### config.mk
export PLATFORM = sky130hd
export DESIGN_NAME = rgb_led_command_dimmer
export DESIGN_NICKNAME = d
export VERILOG_FILES = /design/src/rgb_led_pkg.sv /design/src/rgb_led_command_dimmer.sv
export VERILOG_INCLUDE_DIRS = /design/src /design/src/src
export SDC_FILE = /design/constraint.sdc
export NUM_CORES = 1
export LEC_CHECK = 0
export BUFFER_PORTS_ARGS = -buffer_cell sky130_fd_sc_hd__buf_2
export CAP_MARGIN = 20
export CORE_ASPECT_RATIO = 1.2
export CORE_MARGIN = 2
export CORE_UTILIZATION = 54
export CTS_CLUSTER_SIZE = 16
export DETAILED_ROUTE_END_ITERATION = 16
export PLACE_DENSITY = 0.75
export SKIP_LAST_GASP = 1
export SYNTH_ARGS = -nofsm -noshare
export SYNTH_HDL_FRONTEND = slang
export SYNTH_SLANG_ARGS = --single-unit
### constraint.sdc
create_clock -name clk_i -period 2.6 [get_ports clk_i]
set_input_delay 0.13 -clock clk_i [delete_from_list [all_inputs] [get_ports clk_i]]
set_output_delay 0.13 -clock clk_i [all_outputs]
set_load 0.02 [all_outputs]
### src/rgb_led_consts.svh
// Constants for the three-channel LED command dimmer
`ifndef RGB_LED_CONSTS_SVH
`define RGB_LED_CONSTS_SVH
`define ADDR_BYTE      8'h70
`define FUNC_SHUTDOWN  3'h0
`define FUNC_PEAK      3'h1
`define FUNC_DUTY1     3'h2
`define FUNC_DUTY2     3'h3
`define FUNC_DUTY3     3'h4
`define FUNC_RISE      3'h5
`define FUNC_FALL      3'h6
`define FUNC_RAMP      3'h7
`define STEP_MAX       5'h1f
`define STEP_SAT       5'h1e
`define PWM_LAST       5'h1e
`define REG_RESET      5'h00
`define BITS_PER_BYTE  4'h8
`define RAMP_UNIT_MS   8
`define CLK_FREQ_KHZ   50000
`endif

### src/rgb_led_pkg.sv
// Types shared by the LED command dimmer
package rgb_led_pkg;
  typedef enum logic [5:0] {
    ST_IDLE  = 6'h01,
    ST_ADDR  = 6'h02,
    ST_ACK_A = 6'h04,
    ST_CMD   = 6'h08,
    ST_ACK_C = 6'h10,
    ST_SKIP  = 6'h20
  } link_state_e;
  typedef logic [4:0] step_t;
endpackage : rgb_led_pkg

### src/rgb_led_command_dimmer.sv
// Write-only serial command decoder with gradual dimming engine
`timescale 1ns/1ps
`include "rgb_led_consts.svh"
module rgb_led_command_dimmer #(
  parameter int unsigned UNIT_CYCLES = `RAMP_UNIT_MS * `CLK_FREQ_KHZ
) (
  input  wire logic       clk_i,
  input  wire logic       rstn_i,
  input  wire logic       scl_i,
  input  wire logic       sda_i,
  output logic            sda_o,
  output logic            sda_oe_n_o,
  output logic [4:0]      led_current_level_o,
  output logic [2:0]      led_on_o,
  output logic            ramp_busy_o
);
  import rgb_led_pkg::*;

  //////////////////////////////////////////////////////////////////////////////
  // Pin synchronisers; stage one feeds stage two only
  logic [1:0] scl_s_r, sda_s_r;
  logic       scl_d_r, sda_d_r;
  always_ff @(posedge clk_i or negedge rstn_i)
  begin
    if (!rstn_i)
    begin
      scl_s_r <= 2'h3;
      sda_s_r <= 2'h3;
      scl_d_r <= 1'b1;
      sda_d_r <= 1'b1;
    end
    else
    begin
      scl_s_r <= {scl_s_r[0], scl_i};
      sda_s_r <= {sda_s_r[0], sda_i};
      scl_d_r <= scl_s_r[1];
      sda_d_r <= sda_s_r[1];
    end
  end

  logic scl_rise, scl_fall, start_ev, stop_ev;
  // Edges seen on the settled copies only
  assign scl_rise = scl_s_r[1] & ~scl_d_r;
  assign scl_fall = ~scl_s_r[1] & scl_d_r;
  assign start_ev = scl_s_r[1] & scl_d_r & sda_d_r & ~sda_s_r[1];
  assign stop_ev  = scl_s_r[1] & scl_d_r & ~sda_d_r & sda_s_r[1];

  //////////////////////////////////////////////////////////////////////////////
  // Link state machine
  link_state_e st_r, st_nxt;
  logic [7:0]  shift_r, shift_nxt;
  logic [3:0]  bit_r, bit_nxt;
  logic        ack_r, ack_nxt;
  logic        stb_r, stb_nxt;
  logic [7:0]  cmd_r, cmd_nxt;

  // Start always restarts the frame so a glitched frame cannot wedge the link
  always_comb
  begin
    st_nxt    = st_r;
    shift_nxt = shift_r;
    bit_nxt   = bit_r;
    ack_nxt   = ack_r;
    stb_nxt   = 1'b0;
    cmd_nxt   = cmd_r;
    if (start_ev)
    begin
      st_nxt  = ST_ADDR;
      bit_nxt = 4'h0;
      ack_nxt = 1'b0;
    end
    else if (stop_ev)
    begin
      st_nxt  = ST_IDLE;
      ack_nxt = 1'b0;
    end
    else
    begin
      case (st_r)
        ST_ADDR, ST_CMD:
        begin
          if (scl_rise && bit_r != `BITS_PER_BYTE)
          begin
            shift_nxt = {shift_r[6:0], sda_s_r[1]};
            bit_nxt   = bit_r + 4'h1;
          end
          else if (scl_fall && bit_r == `BITS_PER_BYTE)
          begin
            if (st_r == ST_CMD)
            begin
              st_nxt  = ST_ACK_C;
              ack_nxt = 1'b1;
              stb_nxt = 1'b1;
              cmd_nxt = shift_r;
            end
            else if (shift_r == `ADDR_BYTE)
            begin
              st_nxt  = ST_ACK_A;
              ack_nxt = 1'b1;
            end
            else
            begin
              st_nxt = ST_SKIP;
            end
          end
        end
        ST_ACK_A:
        begin
          if (scl_fall)
          begin
            st_nxt  = ST_CMD;
            bit_nxt = 4'h0;
            ack_nxt = 1'b0;
          end
        end
        ST_ACK_C:
        begin
          // Only one command byte per frame; later bytes are not acknowledged
          if (scl_fall)
          begin
            st_nxt  = ST_SKIP;
            ack_nxt = 1'b0;
          end
        end
        default:
        begin
          st_nxt = st_r;
        end
      endcase
    end
  end

  always_ff @(posedge clk_i or negedge rstn_i)
  begin
    if (!rstn_i)
    begin
      st_r    <= ST_IDLE;
      shift_r <= 8'h00;
      bit_r   <= 4'h0;
      ack_r   <= 1'b0;
      stb_r   <= 1'b0;
      cmd_r   <= 8'h00;
    end
    else
    begin
      st_r    <= st_nxt;
      shift_r <= shift_nxt;
      bit_r   <= bit_nxt;
      ack_r   <= ack_nxt;
      stb_r   <= stb_nxt;
      cmd_r   <= cmd_nxt;
    end
  end

  //////////////////////////////////////////////////////////////////////////////
  // Parameter registers and dimming engine
  logic [2:0] func;
  step_t      pay;
  assign func = cmd_r[7:5];
  assign pay  = cmd_r[4:0];

  step_t       level_r, level_nxt;
  step_t       duty_r [3], duty_nxt [3];
  step_t       rise_r, rise_nxt, fall_r, fall_nxt;
  step_t       time_r, time_nxt, tgt_r, tgt_nxt, scnt_r, scnt_nxt;
  logic        up_r, up_nxt, run_r, run_nxt, shut_r, shut_nxt;
  logic [19:0] ucnt_r, ucnt_nxt;
  logic        step_ev;

  // A step is due when enough 8 ms units have passed; zero acts as one unit
  assign step_ev = run_r && (ucnt_r == 20'(UNIT_CYCLES - 1))
                   && (scnt_r + 5'h01 >= time_r);

  always_comb
  begin
    level_nxt = level_r;
    rise_nxt  = rise_r;
    fall_nxt  = fall_r;
    time_nxt  = time_r;
    tgt_nxt   = tgt_r;
    up_nxt    = up_r;
    run_nxt   = run_r;
    shut_nxt  = shut_r;
    scnt_nxt  = scnt_r;
    ucnt_nxt  = ucnt_r;
    for (int i = 0; i < 3; i++)
    begin
      duty_nxt[i] = duty_r[i];
    end
    // Interval timer runs only during a ramp
    if (run_r)
    begin
      if (ucnt_r == 20'(UNIT_CYCLES - 1))
      begin
        ucnt_nxt = 20'h0_0000;
        scnt_nxt = step_ev ? 5'h00 : scnt_r + 5'h01;
      end
      else
      begin
        ucnt_nxt = ucnt_r + 20'h0_0001;
      end
    end
    // Wrap stays inside 0..31, so no step ever leaves the legal range
    if (run_r && level_r == tgt_r)
    begin
      run_nxt = 1'b0;
    end
    else if (step_ev && up_r)
    begin
      level_nxt = (level_r == `STEP_MAX) ? 5'h00 : level_r + 5'h01;
    end
    else if (step_ev)
    begin
      level_nxt = (level_r == 5'h00) ? `STEP_MAX : level_r - 5'h01;
    end
    if (stb_r)
    begin
      shut_nxt = (func == `FUNC_SHUTDOWN);
      case (func)
        `FUNC_PEAK:
        begin
          level_nxt = pay;
          run_nxt   = 1'b0;
        end
        `FUNC_DUTY1: duty_nxt[0] = pay;
        `FUNC_DUTY2: duty_nxt[1] = pay;
        `FUNC_DUTY3: duty_nxt[2] = pay;
        `FUNC_RISE:
        begin
          rise_nxt = pay;
          up_nxt   = 1'b1;
        end
        `FUNC_FALL:
        begin
          fall_nxt = pay;
          up_nxt   = 1'b0;
        end
        `FUNC_RAMP:
        begin
          time_nxt = pay;
          tgt_nxt  = up_r ? rise_r : fall_r;
          run_nxt  = 1'b1;
          ucnt_nxt = 20'h0_0000;
          scnt_nxt = 5'h00;
        end
        default:
        begin
          run_nxt = 1'b0;
        end
      endcase
    end
  end

  always_ff @(posedge clk_i or negedge rstn_i)
  begin
    if (!rstn_i)
    begin
      level_r <= `REG_RESET;
      rise_r  <= `REG_RESET;
      fall_r  <= `REG_RESET;
      time_r  <= `REG_RESET;
      tgt_r   <= `REG_RESET;
      scnt_r  <= `REG_RESET;
      ucnt_r  <= 20'h0_0000;
      up_r    <= 1'b0;
      run_r   <= 1'b0;
      shut_r  <= 1'b0;
      for (int i = 0; i < 3; i++)
      begin
        duty_r[i] <= `REG_RESET;
      end
    end
    else
    begin
      level_r <= level_nxt;
      rise_r  <= rise_nxt;
      fall_r  <= fall_nxt;
      time_r  <= time_nxt;
      tgt_r   <= tgt_nxt;
      scnt_r  <= scnt_nxt;
      ucnt_r  <= ucnt_nxt;
      up_r    <= up_nxt;
      run_r   <= run_nxt;
      shut_r  <= shut_nxt;
      for (int i = 0; i < 3; i++)
      begin
        duty_r[i] <= duty_nxt[i];
      end
    end
  end

  //////////////////////////////////////////////////////////////////////////////
  // Output stage: duty modulation over a 31-count period
  logic [4:0] pwm_r, pwm_nxt, out_lvl_nxt;
  logic [2:0] on_nxt;

  // Period of 31 counts makes duty 31 always on and duty 0 always off
  always_comb
  begin
    pwm_nxt = (pwm_r == `PWM_LAST) ? 5'h00 : pwm_r + 5'h01;
    if (shut_r)
    begin
      out_lvl_nxt = 5'h00;
    end
    else if (level_r == `STEP_MAX)
    begin
      out_lvl_nxt = `STEP_SAT;
    end
    else
    begin
      out_lvl_nxt = level_r;
    end
    for (int i = 0; i < 3; i++)
    begin
      on_nxt[i] = !shut_r && (level_r != 5'h00)
                  && (duty_r[i] > pwm_r);
    end
  end

  always_ff @(posedge clk_i or negedge rstn_i)
  begin
    if (!rstn_i)
    begin
      pwm_r               <= 5'h00;
      led_current_level_o <= 5'h00;
      led_on_o            <= 3'h0;
      ramp_busy_o         <= 1'b0;
      sda_o               <= 1'b1;
      sda_oe_n_o          <= 1'b1;
    end
    else
    begin
      pwm_r               <= pwm_nxt;
      led_current_level_o <= out_lvl_nxt;
      led_on_o            <= on_nxt;
      ramp_busy_o         <= run_r;
      sda_o               <= ~ack_nxt;
      sda_oe_n_o          <= ~ack_nxt;
    end
  end
endmodule : rgb_led_command_dimmer

Word level (Yosys, flattened, before mapping)
Index checks and enable logic that the tools add are counted.
- output and inout port bits: 11
- logic and storage cells: 161
- input bits: 4
- bits in registers: 117
- order comparisons: 4
- add/subtract/negate cells: 6
- equal/unequal tests: 25
- reduce and logical (&&, ||, !) cells: 31
- muxes and demuxes: 52
- bitwise gates (word level): 15
- operators with widths (operator ; number):
    20-bit two-way mux ; 4
    5-bit two-way mux ; 16
    6-bit two-way mux ; 8
    20-bit by 1-bit adder with 20-bit output, second input constant ; 1
    20-bit by 19-bit == test with 1-bit output, second input constant ; 1
    4-bit != test, second input constant ; 5
    6-bit one-hot mux with 3 select lines ; 1
    4-bit two-way mux ; 4
    5-bit by 1-bit adder with 5-bit output, second input constant ; 3
    5-bit greater-than comparator ; 3
    1-bit two-way mux ; 15
    2-bit AND reduction ; 7
    3-bit == test, second input constant ; 4
    5-bit == test, second input constant ; 2
    1-bit logical AND ; 10
    5-bit nonzero test ; 2
    8-bit by 7-bit == test with 1-bit output, second input constant ; 1
    1-bit inverter ; 8
    4-bit one-hot mux with 2 select lines ; 1
    4-bit AND reduction ; 2
    1-bit bitwise AND ; 7
    3-bit by 2-bit == test with 1-bit output, second input constant ; 2
    6-bit by 2-bit == test with 1-bit output, second input constant ; 1
    6-bit by 3-bit == test with 1-bit output, second input constant ; 1
    other kinds (20) ; 24

Depth between registers and ports, before layout
- depth after elaboration: 9
- mapped depth: 8
- gate-level depth less buffers: 8

Worst setup path before layout
Ideal clock, no wire load.
- path type: reg-to-reg
- from: reg scnt_r[0]
- to: reg level_r[2]
- data arrival time: 2.079 ns
- clock period less this slack: 2.201 ns
- stages on the path, launching flop included: 9
- path slack: 0.399 ns
- data required time: 2.479 ns
- path through: dfrtp_1 > ha_1 > xor2_1 > ha_1 > o211ai_1 > o21ai_0 > a21oi_1 > o31a_1 > o22a_1
- word-level cells in the longest chain between the ends: 8
- elaborated cells on any way between the ends: 9
- RTL lines (item ; line ; RTL):
    from (decl) ; rgb_led_command_dimmer.sv:165 ; step_t time_r, time_nxt, tgt_r, tgt_nxt, scnt_r, scnt_nxt;
    from (signal assigned) ; rgb_led_command_dimmer.sv:263 ; scnt_r <= `REG_RESET;
    from (signal assigned) ; rgb_led_command_dimmer.sv:280 ; scnt_r <= scnt_nxt;
    5-bit by 1-bit adder with 5-bit output * ; rgb_led_command_dimmer.sv:172 ; && (scnt_r + 5'h01 >= time_r);
    5-bit >= comparator * ; rgb_led_command_dimmer.sv:172 ;
    1-bit logical AND * ; rgb_led_command_dimmer.sv:172 ;
    5-bit two-way mux / 1-bit logical AND (equally long branches) ; rgb_led_command_dimmer.sv:212, rgb_led_command_dimmer.sv:208 ;
    5-bit two-way mux * ; rgb_led_command_dimmer.sv:208 ; else if (step_ev && up_r)
    5-bit two-way mux * ; rgb_led_command_dimmer.sv:204 ; if (run_r && level_r == tgt_r)
    5-bit two-way mux ; rgb_led_command_dimmer.sv:219 ; case (func)
    5-bit two-way mux * ; rgb_led_command_dimmer.sv:216 ; if (stb_r)
    named net level_nxt[2] ; rgb_led_command_dimmer.sv:162 ; step_t level_r, level_nxt;
    to (signal assigned) ; rgb_led_command_dimmer.sv:258 ; level_r <= `REG_RESET;
    to (signal assigned) ; rgb_led_command_dimmer.sv:275 ; level_r <= level_nxt;
    to (decl) ; rgb_led_command_dimmer.sv:162 ;
The timed path passes the listed nets; every way through them passes the cells marked *.
A chain may end at the register's enable or synchronous reset.

Worst setup path after layout
- from: reg scnt_r[0]
- to: reg level_r[1]
Same word-level chain as after synthesis.

==> run summary <==
The number of design rule violations left after detail routing is 0. The total of endpoints with negative setup slack in the final report came out at 0. The DRC violation total after the first TritonRoute iteration came out at 211. The smallest setup slack after layout came out at about 0.21 ns. In this run, placement finished with an instance count of just under 700. The overall routing resource usage is between 20% and 30%. In the synthesized netlist, the number of instances is approximately 540. The max-slew violation count came out at 0. The wire length after detailed routing is around 12000 um. The library cell used most frequently in the layout, excluding fill and tap cells, is sky130_fd_sc_hd__dfrtp_1. The start of the worst register-to-register path is scnt_r[0]$_DFF_PN0_. The average detailed-routed wire length per instance came out at roughly 17 um. The worst setup path is of the reg2reg kind.

The mapped netlist covers 0.005873 mm^2. The share of synthesized flip-flops with an asynchronous set or reset came out at 100.0%. The number of H-tree levels is 4. The number of enable flip-flop cells after synthesis is 0.

The number of cells on the worst reg-to-reg path came out at 8. The ratio of total power to cell area came out at between 600 and 700 mW/mm^2. The xor-xnor portion of the synthesized cell area is 4.772%. Of all nets on the critical path, the largest fanout is 10. The CTS buffer count came out at 17.

For met2 alone, demand over resource in global routing was 36.06%. Using the TritonRoute via totals, the vias-per-cell ratio works out to 5.903. The global-route wire length before repair came out at around 20000 um. The count of placed standard cells in the final layout, fillers left out is slightly above 700.

The most used flip-flop cell after synthesis is sky130_fd_sc_hd__dfrtp_1. The via count of the first global-routing pass came out at 4337. After routing, the total negative slack on setup checks comes to 0 ns. Measured along the y axis, the die boundary spans between 100 and 150 um.

The number of I/O port buffers came out at 14. TritonCTS built the clock tree. The weighted congestion reported at the end of routability-driven placement came out at 0.8577. In the layout the commonest cells are sky130_fd_sc_hd__dfrtp_1 (109), sky130_fd_sc_hd__nor2_1 (46), sky130_fd_sc_hd__nand2_1 (40). The net count after synthesis is around 570.

The worst hold path belongs to the class in2async. Global routing consumed, on the met3 layer, approximately 5% of the routing resources. The floorplan step defined a die boundary enclosing around 0.012 mm^2. The maximum operating frequency is approximately 0.42 GHz. The core region area is 0.01057 mm^2.

The maximum number of pins on one net before global-route repair came out at 64. The period utilization is about 92%. The number of buffers on the longest clock path is 2. The remaining antenna violation count is 0. The count of pins on the block boundary is 15. The number of warnings issued by yosys is 0. The complex-gate fraction of the synthesized area is between 10% and 20%.

The remaining max-slew budget at the tightest pin came out at 47.77%. In this run the clock root is driven by a sky130_fd_sc_hd__clkbuf_16. The most heavily used metal layer in global routing is met2.

The design draws 4.175 mW. By area, the combinational part of the netlist is dominated by simple AND/OR/NAND/NOR gates. The number of antenna violations at the first check in global routing is 0. The leakage power is between 3 and 4 nW. The row count came out at a little over 40. The actual transition at the worst max-transition pin came out at roughly 0.78 ns. Of the cells placed in the final design, the portion with a size suffix greater than 1 is between 10% and 20%.

For met1 alone, demand over resource in global routing was between 20% and 30%. The clock latency reported for the late side of the worst-skew pair came out at approximately 0.41 ns. Detailed placement finished with a half-perimeter wire length of between 8000 and 9000 um. The number of buffers added for setup after CTS is 0. The placement-stage worst setup slack is between 0.06 and 0.07 ns. The die is 99.20 um wide.

The part of the Yosys area used for sequential elements came out at roughly half. The detailed-router iteration count before antenna repair is 4. The number of antenna diodes is 0. In this run the critical register-to-register path is captured at level_r[1]$_DFF_PN0_. Summing over every cut layer, the via total after detailed routing is 4179. The endpoint required time on the critical path came out at 2.95 ns. Summed over all layers, the global routing overflow is 0. For the final database, setup skew stands at roughly 0.0083 ns. The critical path endpoint category is a register. The post-synthesis to final-layout area growth came out at 14.00%.

The flow ran to the end, and the final reports show no timing, DRC or antenna violations. The final count of hold timing violations was 0. The worst setup path is launched from a register.

The flop-to-flop setup slack is roughly 0.21 ns. The mux contribution to synthesized area came out at around 9.1%. The arithmetic-cell share of the synthesized area counting full adders, half adders and majority gates came out at ~6%. For the worst setup path, the data arrival time is 2.74 ns. Yosys mapped the design onto 62 distinct sky130hd cell types. The worst path needs between 2 and 2.5 ns of the cycle, external delays included.

The number of sinks on the clock net is 117. After Yosys synthesis, and, or, nand and nor cells account for approximately 16% of the synthesized area. The clock-pin slew reported for the worst setup and hold paths after clock tree synthesis is roughly 0.050 ns. The worst voltage drop across the vdd grid came out at ~0.34 mV. The effective utilization at floorplan came out at about 56%. The net total in the final layout came out at roughly 600. The worst slack on hold paths came out at 0.3347 ns. The mean post-synth cell area came out at ~11 um^2. The max-cap check violation count is 0. Counting flops and latches in the post-synthesis netlist gives 117. Setup repair after global routing left no endpoint under its margin.
==> power breakdown <==
part	switching, mW	internal [mW]	total (mW)
combinational	0.0664	0.0371	0.104
clock	0.757	1.44	2.20
sequential	0.0255	1.85	1.87
==> layout make-up <==
| cell class | count | area [um^2] |
|---|---|---|
| Fill cell | 813 | 3872 |
| Sequential cell | 117 | 2938 |
| Multi-Input combinational cell | 371 | 2729 |
| Clock buffer | 30 | 524.3 |
| Timing Repair Buffer | 29 | 192.7 |
| Tap cell | 129 | 161.4 |
| Inverter | 30 | 112.6 |
| Clock inverter | 2 | 37.54 |
==> metrics by stage <==
step / utilization [%] / instance area, um^2
floorplan: - / 5873
global placement: 57.72 / 6100
detailed placement: 57.72 / 6100
CTS: 63.32 / 6691
global route: 63.36 / 6695
finish: 63.36 / 6695
==> how the worst max path moves through the flow <==
stage                                 to           startpoint  slack (ns)  cells past startpoint
finish              level_r[1]$_DFF_PN0_  scnt_r[0]$_DFF_PN0_        0.21                      8
global route        level_r[3]$_DFF_PN0_  scnt_r[0]$_DFF_PN0_        0.01                      8
CTS                 level_r[3]$_DFF_PN0_  scnt_r[0]$_DFF_PN0_        0.05                      8
detailed placement  level_r[3]$_DFF_PN0_  scnt_r[0]$_DFF_PN0_        0.06                      8
global placement    level_r[1]$_DFF_PN0_  scnt_r[0]$_DFF_PN0_        0.25                      8
floorplan           level_r[2]$_DFF_PN0_  scnt_r[0]$_DFF_PN0_        0.40                      8
==> critical path: stages (launching register included) <==
cell and delay (ns):
sky130_fd_sc_hd__dfrtp_1 0.42, sky130_fd_sc_hd__ha_1 0.28, sky130_fd_sc_hd__xor2_1 0.18, sky130_fd_sc_hd__ha_1 0.30, sky130_fd_sc_hd__o211ai_1 0.08, sky130_fd_sc_hd__o21ai_1 0.27
sky130_fd_sc_hd__a21oi_2 0.20, sky130_fd_sc_hd__o41ai_1 0.42, sky130_fd_sc_hd__o22a_1 0.17
==> flip-flops by register name, summed over array words and instances, names as in the netlist, 6 cells and up <==
name     flops
ucnt_r      20
duty_r      15
cmd_r        8
shift_r      8
st_r         6
==> cells in the mapped netlist (9+ instances only) <==
cell type | n | area (um^2)
sky130_fd_sc_hd__o21ai_0 | 28 | 140.1
sky130_fd_sc_hd__dfrtp_1 | 109 | 2728
sky130_fd_sc_hd__nand2_1 | 40 | 150.1
sky130_fd_sc_hd__nand3_1 | 16 | 80.08
sky130_fd_sc_hd__inv_1 | 30 | 112.6
sky130_fd_sc_hd__a21oi_1 | 14 | 70.07
sky130_fd_sc_hd__and4_1 | 9 | 78.83
sky130_fd_sc_hd__clkbuf_1 | 15 | 56.30
sky130_fd_sc_hd__xnor2_1 | 24 | 210.2
sky130_fd_sc_hd__ha_1 | 29 | 362.9
sky130_fd_sc_hd__nor2b_1 | 9 | 56.30
sky130_fd_sc_hd__nor2_1 | 46 | 172.7
sky130_fd_sc_hd__mux2_2 | 32 | 360.4
==> logic make-up after synthesis <==
kind of cell | count (synthesis)
XOR/XNOR | 32
flip-flops | 117
adder cells (fa/ha/maj) | 29
multiplexers | 46
buffers and inverters | 50
AND/OR/NAND/NOR | 175
AO/OA/AOI/OAI | 89
==> metal layers <==
metal / share of wire, % / up-vias / wire, um
li1: - / 1980 / -
met1: 43 / 2112 / 5153
met3: 3.4 / 13 / 408
met4: 1.5 / 0 / 173
met5: 0 / - / 0
met2: 52 / 74 / 6130
==> repair_timing <==
item	in CTS	in global routing
hold buffers	3	0
hold endpoints to repair	53	0
resized for setup	0	2
setup endpoints to repair	0	9
Power figures use the tool's default switching activity.
